`src/pkg/rt_irq_pkg.sv`:
```
package rt_irq_pkg;
    // register word and address widths
    localparam int REG_W = 16;
    localparam int ADDR_W = 8;
    typedef logic [REG_W-1:0] reg_word_t;
    typedef logic [ADDR_W-1:0] reg_addr_t;
    // register offsets as printed on the register port
    localparam reg_addr_t RT_IRQ_PENDING_OFS = 8'h09;
    localparam reg_addr_t RT_IRQ_ENABLE_OFS = 8'h12;
    localparam reg_addr_t RT_IRQ_OUTPUT_ENABLE_OFS = 8'h16;
    // shared field positions, same in all three registers; bit 9 only in the log word
    localparam int WAS_BUSY_BIT = 9;
    localparam int RESET_CMD_BIT = 8;
    localparam int INDEX_ZERO_BIT = 7;
    localparam int ILLEGAL_CMD_BIT = 6;
    localparam int BROADCAST_BIT = 5;
    localparam int MSG_ERROR_BIT = 4;
    localparam int ACCESSED_BIT = 3;
    // bits 8..3 hold state; 15..10, 9 and 2..0 read zero
    localparam reg_word_t EVENT_MASK = 16'h01F8;
    // reset values
    localparam reg_word_t RT_IRQ_PENDING_RST = 16'h0000;
    localparam reg_word_t RT_IRQ_ENABLE_RST = 16'h0000;
    localparam reg_word_t RT_IRQ_OUTPUT_ENABLE_RST = 16'h0000;
endpackage

```
`src/verilog/rt_event_qualify.sv`:
```
`timescale 1ns/1ns
module rt_event_qualify
    import rt_irq_pkg::*;
(
    // raw event vector and register state
    input wire rt_irq_pkg::reg_word_t raw_bits,
    input wire rt_irq_pkg::reg_word_t enable_bits,
    input wire rt_irq_pkg::reg_word_t oe_bits,
    // suppression terms
    input wire logic suppress_cfg,
    input wire logic msg_illegal,
    input wire logic msg_busy,
    // qualified results
    output logic [REG_W-1:0] qualified,
    output logic irq_wanted
);
    // suppression covers illegal commands and busy responses
    logic suppress;
    always_comb begin
        // enable gating: disabled bits are dropped here
        qualified = raw_bits & enable_bits & EVENT_MASK;
        // suppress irq pin when suppress_cfg is set and the message is illegal or busy
        suppress = suppress_cfg && (msg_illegal || msg_busy);
        // only output-enabled bits may drive irq
        irq_wanted = ((qualified & oe_bits) != '0) && !suppress;
    end
endmodule

```
`src/verilog/rt_log_word.sv`:
```
`timescale 1ns/1ns
module rt_log_word
    import rt_irq_pkg::*;
(
    // pending value after this event
    input wire rt_irq_pkg::reg_word_t pending_next,
    // busy logging terms
    input wire logic busy_log_cfg,
    input wire logic msg_busy,
    // identification word
    output logic [REG_W-1:0] word
);
    // bit 9 is never set in pending, so it is free for busy status
    always_comb begin
        word = pending_next & EVENT_MASK;
        // busy flag only when logging enabled
        word[WAS_BUSY_BIT] = busy_log_cfg && msg_busy;
    end
endmodule

```
`src/verilog/rt_interrupt_control.sv`:
```
`timescale 1ns/1ns
module rt_interrupt_control
    import rt_irq_pkg::*;
(
    // clock and reset
    input wire logic ref_clk,
    input wire logic rst_n,
    // register port from the host interface layer
    input wire rt_irq_pkg::reg_addr_t reg_addr,
    input wire logic reg_wr,
    input wire logic reg_rd,
    input wire rt_irq_pkg::reg_word_t reg_wdata,
    output rt_irq_pkg::reg_word_t reg_rdata,
    // message completion events from the command decoder
    input wire logic evt_valid,
    input wire rt_irq_pkg::reg_word_t evt_bits,
    input wire logic evt_broadcast,
    input wire logic msg_illegal,
    input wire logic msg_busy,
    // configuration bits held elsewhere
    input wire logic irq_suppress_on_error_busy,
    input wire logic log_busy_state_enable,
    input wire logic auto_reset_cfg,
    // other interrupt sources sharing the irq pin
    input wire logic hw_irq_req,
    input wire logic bc_irq_req,
    input wire logic mt_irq_req,
    // outputs
    output logic irq_n,
    output logic rt_summary_pending_flag,
    output logic log_wr,
    output rt_irq_pkg::reg_word_t interrupt_identification_word,
    output logic terminal_reset_needed_n,
    output logic auto_reset_req
);

    ////////////////////////////////////////////////////////////////
    // state
    ////////////////////////////////////////////////////////////////

    reg_word_t enable_ff; // event enable bits
    reg_word_t oe_ff; // irq output enable bits
    reg_word_t pending_ff; // captured enabled events
    reg_word_t nxt_pending; // pending after set and clear
    reg_word_t qualified; // enabled events this cycle
    reg_word_t log_word; // identification word candidate
    reg_word_t rdata_ff; // registered read data
    logic irq_wanted; // event wants the irq pin
    logic irq_hold_ff; // rt part of irq, held until serviced
    logic reset_pin_ff; // reset request pin, active high inside
    logic auto_reset_ff; // automatic reset request
    logic log_wr_ff; // log write strobe
    reg_word_t iiw_ff; // logged identification word
    logic summary_ff; // summary flag set strobe
    logic rd_pending; // host reads pending this cycle
    logic new_event; // at least one enabled event
    logic reset_cmd; // reset terminal command completed
    logic index_zero_evt; // index reached zero event this cycle
    logic illegal_evt; // illegal command event this cycle

    ////////////////////////////////////////////////////////////////
    // event qualification and log word
    ////////////////////////////////////////////////////////////////

    // enable sampled at the event itself, so old events are never replayed
    rt_event_qualify u_qualify (
        .raw_bits(evt_valid ? evt_bits : '0),
        .enable_bits(enable_ff),
        .oe_bits(oe_ff),
        .suppress_cfg(irq_suppress_on_error_busy),
        .msg_illegal(msg_illegal),
        .msg_busy(msg_busy),
        .qualified(qualified),
        .irq_wanted(irq_wanted)
    );

    rt_log_word u_log_word (
        .pending_next(nxt_pending),
        .busy_log_cfg(log_busy_state_enable),
        .msg_busy(msg_busy),
        .word(log_word)
    );

    // decoded strobes
    always_comb begin
        rd_pending = reg_rd && (reg_addr == RT_IRQ_PENDING_OFS);
        new_event = (qualified != '0);
        // reset command arrives on bit 8
        reset_cmd = evt_valid && evt_bits[RESET_CMD_BIT];
        // index reached zero arrives on bit 7
        index_zero_evt = evt_valid && evt_bits[INDEX_ZERO_BIT];
        // illegal command arrives on bit 6
        illegal_evt = evt_valid && evt_bits[ILLEGAL_CMD_BIT];
    end

    ////////////////////////////////////////////////////////////////
    // register writes
    ////////////////////////////////////////////////////////////////

    // enable register; only bits 8..3 can be written
    always_ff @(posedge ref_clk or negedge rst_n) begin
        if (!rst_n) begin
            enable_ff <= RT_IRQ_ENABLE_RST;
        end else if (reg_wr && reg_addr == RT_IRQ_ENABLE_OFS) begin
            enable_ff <= reg_wdata & EVENT_MASK;
        end
    end

    // output enable register, same layout as enable
    always_ff @(posedge ref_clk or negedge rst_n) begin
        if (!rst_n) begin
            oe_ff <= RT_IRQ_OUTPUT_ENABLE_RST;
        end else if (reg_wr && reg_addr == RT_IRQ_OUTPUT_ENABLE_OFS) begin
            oe_ff <= reg_wdata & EVENT_MASK;
        end
    end

    ////////////////////////////////////////////////////////////////
    // pending register
    ////////////////////////////////////////////////////////////////

    // read clear and new events in the same cycle: the event survives
    always_comb begin
        nxt_pending = rd_pending ? RT_IRQ_PENDING_RST : pending_ff;
        // new bits are ORed in, set wins
        nxt_pending = nxt_pending | qualified;
    end

    // pending is read-clear only; host writes are ignored
    always_ff @(posedge ref_clk or negedge rst_n) begin
        if (!rst_n) begin
            pending_ff <= RT_IRQ_PENDING_RST;
        end else begin
            pending_ff <= nxt_pending;
        end
    end

    ////////////////////////////////////////////////////////////////
    // read data
    ////////////////////////////////////////////////////////////////

    // data shows one cycle after the read strobe
    always_ff @(posedge ref_clk or negedge rst_n) begin
        if (!rst_n) begin
            rdata_ff <= '0;
        end else if (reg_rd) begin
            if (reg_addr == RT_IRQ_PENDING_OFS) begin
                rdata_ff <= pending_ff;
            end else if (reg_addr == RT_IRQ_ENABLE_OFS) begin
                rdata_ff <= enable_ff;
            end else if (reg_addr == RT_IRQ_OUTPUT_ENABLE_OFS) begin
                rdata_ff <= oe_ff;
            end else begin
                // other addresses belong to other blocks
                rdata_ff <= '0;
            end
        end
    end
    assign reg_rdata = rdata_ff;

    ////////////////////////////////////////////////////////////////
    // log buffer strobe and summary flag
    ////////////////////////////////////////////////////////////////

    // one log entry per message that sets any pending bit
    always_ff @(posedge ref_clk or negedge rst_n) begin
        if (!rst_n) begin
            log_wr_ff <= 1'b0;
            iiw_ff <= '0;
        end else begin
            log_wr_ff <= new_event;
            if (new_event) begin
                // word taken from the updated pending value
                iiw_ff <= log_word;
            end
        end
    end
    assign log_wr = log_wr_ff;
    assign interrupt_identification_word = iiw_ff;

    // summary flag is a set strobe; the hardware pending register ORs it in
    always_ff @(posedge ref_clk or negedge rst_n) begin
        if (!rst_n) begin
            summary_ff <= 1'b0;
        end else begin
            // summary flag on any new pending bit
            summary_ff <= new_event;
        end
    end
    assign rt_summary_pending_flag = summary_ff;

    ////////////////////////////////////////////////////////////////
    // interrupt request
    ////////////////////////////////////////////////////////////////

    // held until the host reads pending; a new output-enabled, unsuppressed event (irq_wanted) in that cycle wins
    always_ff @(posedge ref_clk or negedge rst_n) begin
        if (!rst_n) begin
            irq_hold_ff <= 1'b0;
        end else if (irq_wanted) begin
            irq_hold_ff <= 1'b1;
        end else if (rd_pending) begin
            irq_hold_ff <= 1'b0;
        end
    end

    assign irq_n = !(irq_hold_ff || hw_irq_req || bc_irq_req || mt_irq_req);

    ////////////////////////////////////////////////////////////////
    // reset terminal command outputs
    ////////////////////////////////////////////////////////////////

    // pin pulses one cycle; pending and irq are left alone when disabled
    always_ff @(posedge ref_clk or negedge rst_n) begin
        if (!rst_n) begin
            reset_pin_ff <= 1'b0;
            auto_reset_ff <= 1'b0;
        end else begin
            reset_pin_ff <= reset_cmd && (!enable_ff[RESET_CMD_BIT] || evt_broadcast);
            auto_reset_ff <= reset_cmd && !enable_ff[RESET_CMD_BIT] && auto_reset_cfg;
        end
    end
    assign terminal_reset_needed_n = !reset_pin_ff;
    assign auto_reset_req = auto_reset_ff;
endmodule

```
`config.mk`:
```
export PLATFORM = sky130hd
export DESIGN_NAME = rt_interrupt_control
export DESIGN_NICKNAME = d
export VERILOG_FILES = /design/src/pkg/rt_irq_pkg.sv /design/src/verilog/rt_event_qualify.sv /design/src/verilog/rt_log_word.sv /design/src/verilog/rt_interrupt_control.sv
export SDC_FILE = /design/constraint.sdc
export NUM_CORES = 1
export LEC_CHECK = 0
export BUFFER_PORTS_ARGS = -buffer_cell sky130_fd_sc_hd__buf_2
export CORE_MARGIN = 10
export CORE_UTILIZATION = 30
export DETAILED_ROUTE_END_ITERATION = 16
export MAX_ROUTING_LAYER = met4
export PLACE_DENSITY = 0.6
export SYNTH_ARGS = -nofsm -noshare
export SYNTH_HDL_FRONTEND = slang
export SYNTH_SLANG_ARGS = --single-unit
```
`constraint.sdc`:
```
create_clock -name ref_clk -period 1.49 [get_ports ref_clk]
set_input_delay 0.2235 -clock ref_clk [delete_from_list [all_inputs] [get_ports ref_clk]]
set_output_delay 0.2235 -clock ref_clk [all_outputs]
set_load 0.02 [all_outputs]
```
==> impl_metrics.env <==
export IMPL_result_of_the_run="finished, violations left"
export IMPL_violations="negative setup slack"
export IMPL_total_leakage_power_nw=1.26
export IMPL_layout_drive_gt1_share_pct=47.0
export IMPL_diodes=0
export IMPL_cts_root_to_sink_buffers=2
export IMPL_cp_required_ns=1.66
export IMPL_highest_layer="met4"
export IMPL_path_cells="and3_4 -> nor4_4 -> and3_4 -> mux2_4"
export IMPL_number_of_vias_per_cell_after_detailed_routing=4.53
export IMPL_holdCritPathClass="input port to flop"
export IMPL_vias=1409
export IMPL_routed_wire_per_std_cell_um=15.2
export IMPL_globalRouteTotalUtil_pct=10.5
export IMPL_final_instance_count_excl_fill=311
export IMPL_floorplan_core_area_sq_um=5850
export IMPL_dr_pass1_iters=4
export IMPL_design_die_area_sq_um=9440
export IMPL_post_route_worst_setup_slack_ns=-0.0775
export IMPL_met2RoutedLength_mm=2.12
export IMPL_timing_final_setup_violations=7
export IMPL_clock_sinks=35
export IMPL_period_minus_slack_ns=1.57
export IMPL_postSynthRegisterBits=35
export IMPL_power_internal_mw=1.82
export IMPL_yosys_top_cells_count="sky130_fd_sc_hd__dfrtp_1, sky130_fd_sc_hd__buf_4, sky130_fd_sc_hd__mux2_2"
export IMPL_cts_buffers=5
export IMPL_synth_top_cells_by_area="sky130_fd_sc_hd__dfrtp_1, sky130_fd_sc_hd__mux2_2, sky130_fd_sc_hd__buf_4, sky130_fd_sc_hd__nor3b_1, sky130_fd_sc_hd__a31oi_1"
export IMPL_hold_worst_slack_ns=0.178
export IMPL_yosys_cell_count_top_type="sky130_fd_sc_hd__dfrtp_1"
export IMPL_final_hold_violation_count=0
export IMPL_power_frac_seq_pct=45.2
export IMPL_worst_ir_drop_vdd_v=0.000458
export IMPL_cts_tree="done"
export IMPL_h_tree_depth=2
export IMPL_critPathBufInv=0
export IMPL_die_height_um=97.2
export IMPL_finClkSkew_ns=0.00504
export IMPL_timing_fmax_mhz=638
export IMPL_crit_arrival_ns=1.74
export IMPL_netlist_area_sq_um=1790
export IMPL_highest_net_fanout_along_the_worst_path=8
export IMPL_syn_avg_cell_area_sq_um=11.2
export IMPL_grt_start_max_net_pins=36
export IMPL_final_min_period_over_clock_period_pct=105
export IMPL_clock_latency_late_sink_ns=0.28
export IMPL_grt_overflow_total=0
export IMPL_hpwl_detailed_mm=3.79
export IMPL_async_flop_share_pct=100
export IMPL_post_route_drc_count=0
export IMPL_slowest_stage="sky130_fd_sc_hd__dfrtp_1"
export IMPL_io_pins=91
export IMPL_clk_pin_slew_worst_paths_ns=0.07
export IMPL_final_design_area_no_fill_sq_um=2370
export IMPL_number_of_antenna_violations_at_the_first_check_in_global_routing=0
export IMPL_floorplan_initialDensity_pct=30.5
export IMPL_ctsRootBufferMaster="sky130_fd_sc_hd__clkbuf_8"
export IMPL_setup_total_negative_slack_ns=-0.423
export IMPL_dpl_instance_area_sq_um=2200
export IMPL_swShare_pct=29.9
export IMPL_wirelength_met1_mm=2.23
export IMPL_synth_edff_count=0
export IMPL_dp_cells=300
export IMPL_grt_first_pass_wirelength_mm=8.06
export IMPL_wl_mm=4.73
export IMPL_grt_pass1_vias=1540
export IMPL_ant_nets_after_route=0
export IMPL_critPathCaptureType="flop"
export IMPL_reported_net_switching_power_mw=0.779
export IMPL_synth_cell_type_count=32
export IMPL_synth_yosys_seq_area_share_pct=49.0
export IMPL_portion_of_total_power_attributed_to_combinational_logic_pct=25.4
export IMPL_netlist_top_cell_by_area="sky130_fd_sc_hd__dfrtp_1"
export IMPL_critPathMaxStageDelay_ns=0.38
export IMPL_io_buffer_count=51
export IMPL_unrepaired_setup_endpoints_after_global_routing="yes"
export IMPL_path_delay_family="simple AND/OR/NAND/NOR gates"
export IMPL_drtIter0Drc=33
export IMPL_fp_dieW_um=97.2
export IMPL_power_per_cell_area_nw_per_um2=1100
export IMPL_timing_critical_path_mode_cell="sky130_fd_sc_hd__and3_4"
export IMPL_clock_group_share_of_total_power_pct=29.4
export IMPL_gpl_final_weighted_congestion=0.819
export IMPL_syn2layout_area_growth_pct=32.5
export IMPL_timing_worst_setup_path_type="flop to flop"
export IMPL_yosys_warnings=0
export IMPL_crit_path_start_kind="flop"
export IMPL_fill_cells=602
export IMPL_finalNetCount=289
export IMPL_ys_flop_type="sky130_fd_sc_hd__dfrtp_1"
export IMPL_wl_met3_um=363
export IMPL_yosys_top_cell_area_share_pct=49.0
export IMPL_max_slew_violation_count=0
export IMPL_placement_rows=28
export IMPL_instance_count_of_the_mapped_netlist=160
export IMPL_timing_max_cap_violations=0
[layout make-up]
cell class	instances	area [sq um]	area share [%]
multi-input cells	110	818	34.6
clock inverters	1	7.51	0.317
inverters	6	22.5	0.951
flip-flops and latches	35	876	37.0
well taps	75	93.8	3.96
repair buffers	77	453	19.1
clock buffers	7	96.3	4.07
[cell families (layout without fill, tap and decap cells)]
kind of cell,after synthesis,count (layout),share of synthesized area [%]
simple gates,42,42,15.9
mux,19,19,11.9
compound gates,30,30,11.1
buf+inv,33,91,11.9
other cells,1,19,0.210
flops,35,35,49.0
[final timing paths]
kind	to	slack [ns]	cells after the start	start
worst min-delay path	reset_pin_ff	0.18	3	evt_broadcast
worst max register to register	interrupt_identification_word[5]	-0.08	4	enable_ff[4]
worst min register to register	interrupt_identification_word[6]	0.51	1	interrupt_identification_word[6]
min in group asynchronous	pending_ff[5]	0.52	3	rst_n
worst max-delay path	interrupt_identification_word[5]	-0.08	4	enable_ff[4]
max in group asynchronous	interrupt_identification_word[5]	0.66	3	rst_n
[worst reg2reg max path: cells and delay by family, from the launching register on]
kind / cells / cell delay [ns]
simple gates: 3 / 0.75
flops: 1 / 0.38
mux: 1 / 0.32
[metrics by stage]
step	total power, mW	setup slack [ns]	utilization, %
floorplan	1.60	0.00582	-
global placement	1.81	-0.208	37.7
detailed placement	1.82	-0.211	37.7
CTS	2.63	-0.0971	40.3
global route	2.74	-0.130	40.5
finish	2.60	-0.0775	40.5
[routing by layer]
metal  up-vias  GRT usage (%)
li1        686              -
met1       670           13.3
met2        51           15.3
met3         2           4.34
met4         0           2.04
met5         -              -
[what timing repair did]
| item | CTS | global route |
|---|---|---|
| resized for setup | 10 | 0 |
| endpoints found under the hold margin | 35 | 0 |
| endpoints found under the setup margin | 7 | 7 |
| hold buffers | 1 | 0 |
| setup buffers | 2 | 1 |
| pin swaps | 2 | 2 |
[cells in the final DEF (no fill, tap or decap), drive strengths merged]
cell type,synthesis,final
clkbuf,3,7
a21oi,1,1
nand3,3,3
nand2,9,9
o21ai,7,7
nand4,3,3
a21bo,2,2
and4bb,1,1
nor3,2,2
a31oi,6,6
conb,1,19
and2,1,1
a22o,1,1
dlygate4sd3,0,1
a21o,4,4
inv,6,6
nor4bb,1,1
mux2,18,18
buf,24,76
a22oi,2,2
o2111ai,1,1
mux2i,1,1
dfrtp,35,35
clkinvlp,0,1
nor3b,7,7
and3,6,6
nor4,2,2
nand2b,6,6
nand4bb,1,1
o22ai,6,6
[state kept, by name, indices dropped and copies added, names as in the netlist]
name / count
enable_ff: 6
reset_pin_ff: 1
irq_hold_ff: 1
auto_reset_req: 1
reg_rdata: 6
interrupt_identification_word: 7
oe_ff: 6
rt_summary_pending_flag: 1
pending_ff: 6
[power groups by stage]
| stage | sequential, mW | clock [mW] | combinational (mW) |
|---|---|---|---|
| 2_1_floorplan | 1.29 | 0 | 0.306 |
| 3_3_place_gp | 1.19 | 0 | 0.619 |
| 3_5_place_dp | 1.19 | 0 | 0.625 |
| 4_1_cts | 1.18 | 0.781 | 0.672 |
| 5_1_grt | 1.19 | 0.820 | 0.727 |
| 6_report | 1.18 | 0.765 | 0.661 |
(Power assumes the default switching activity.)
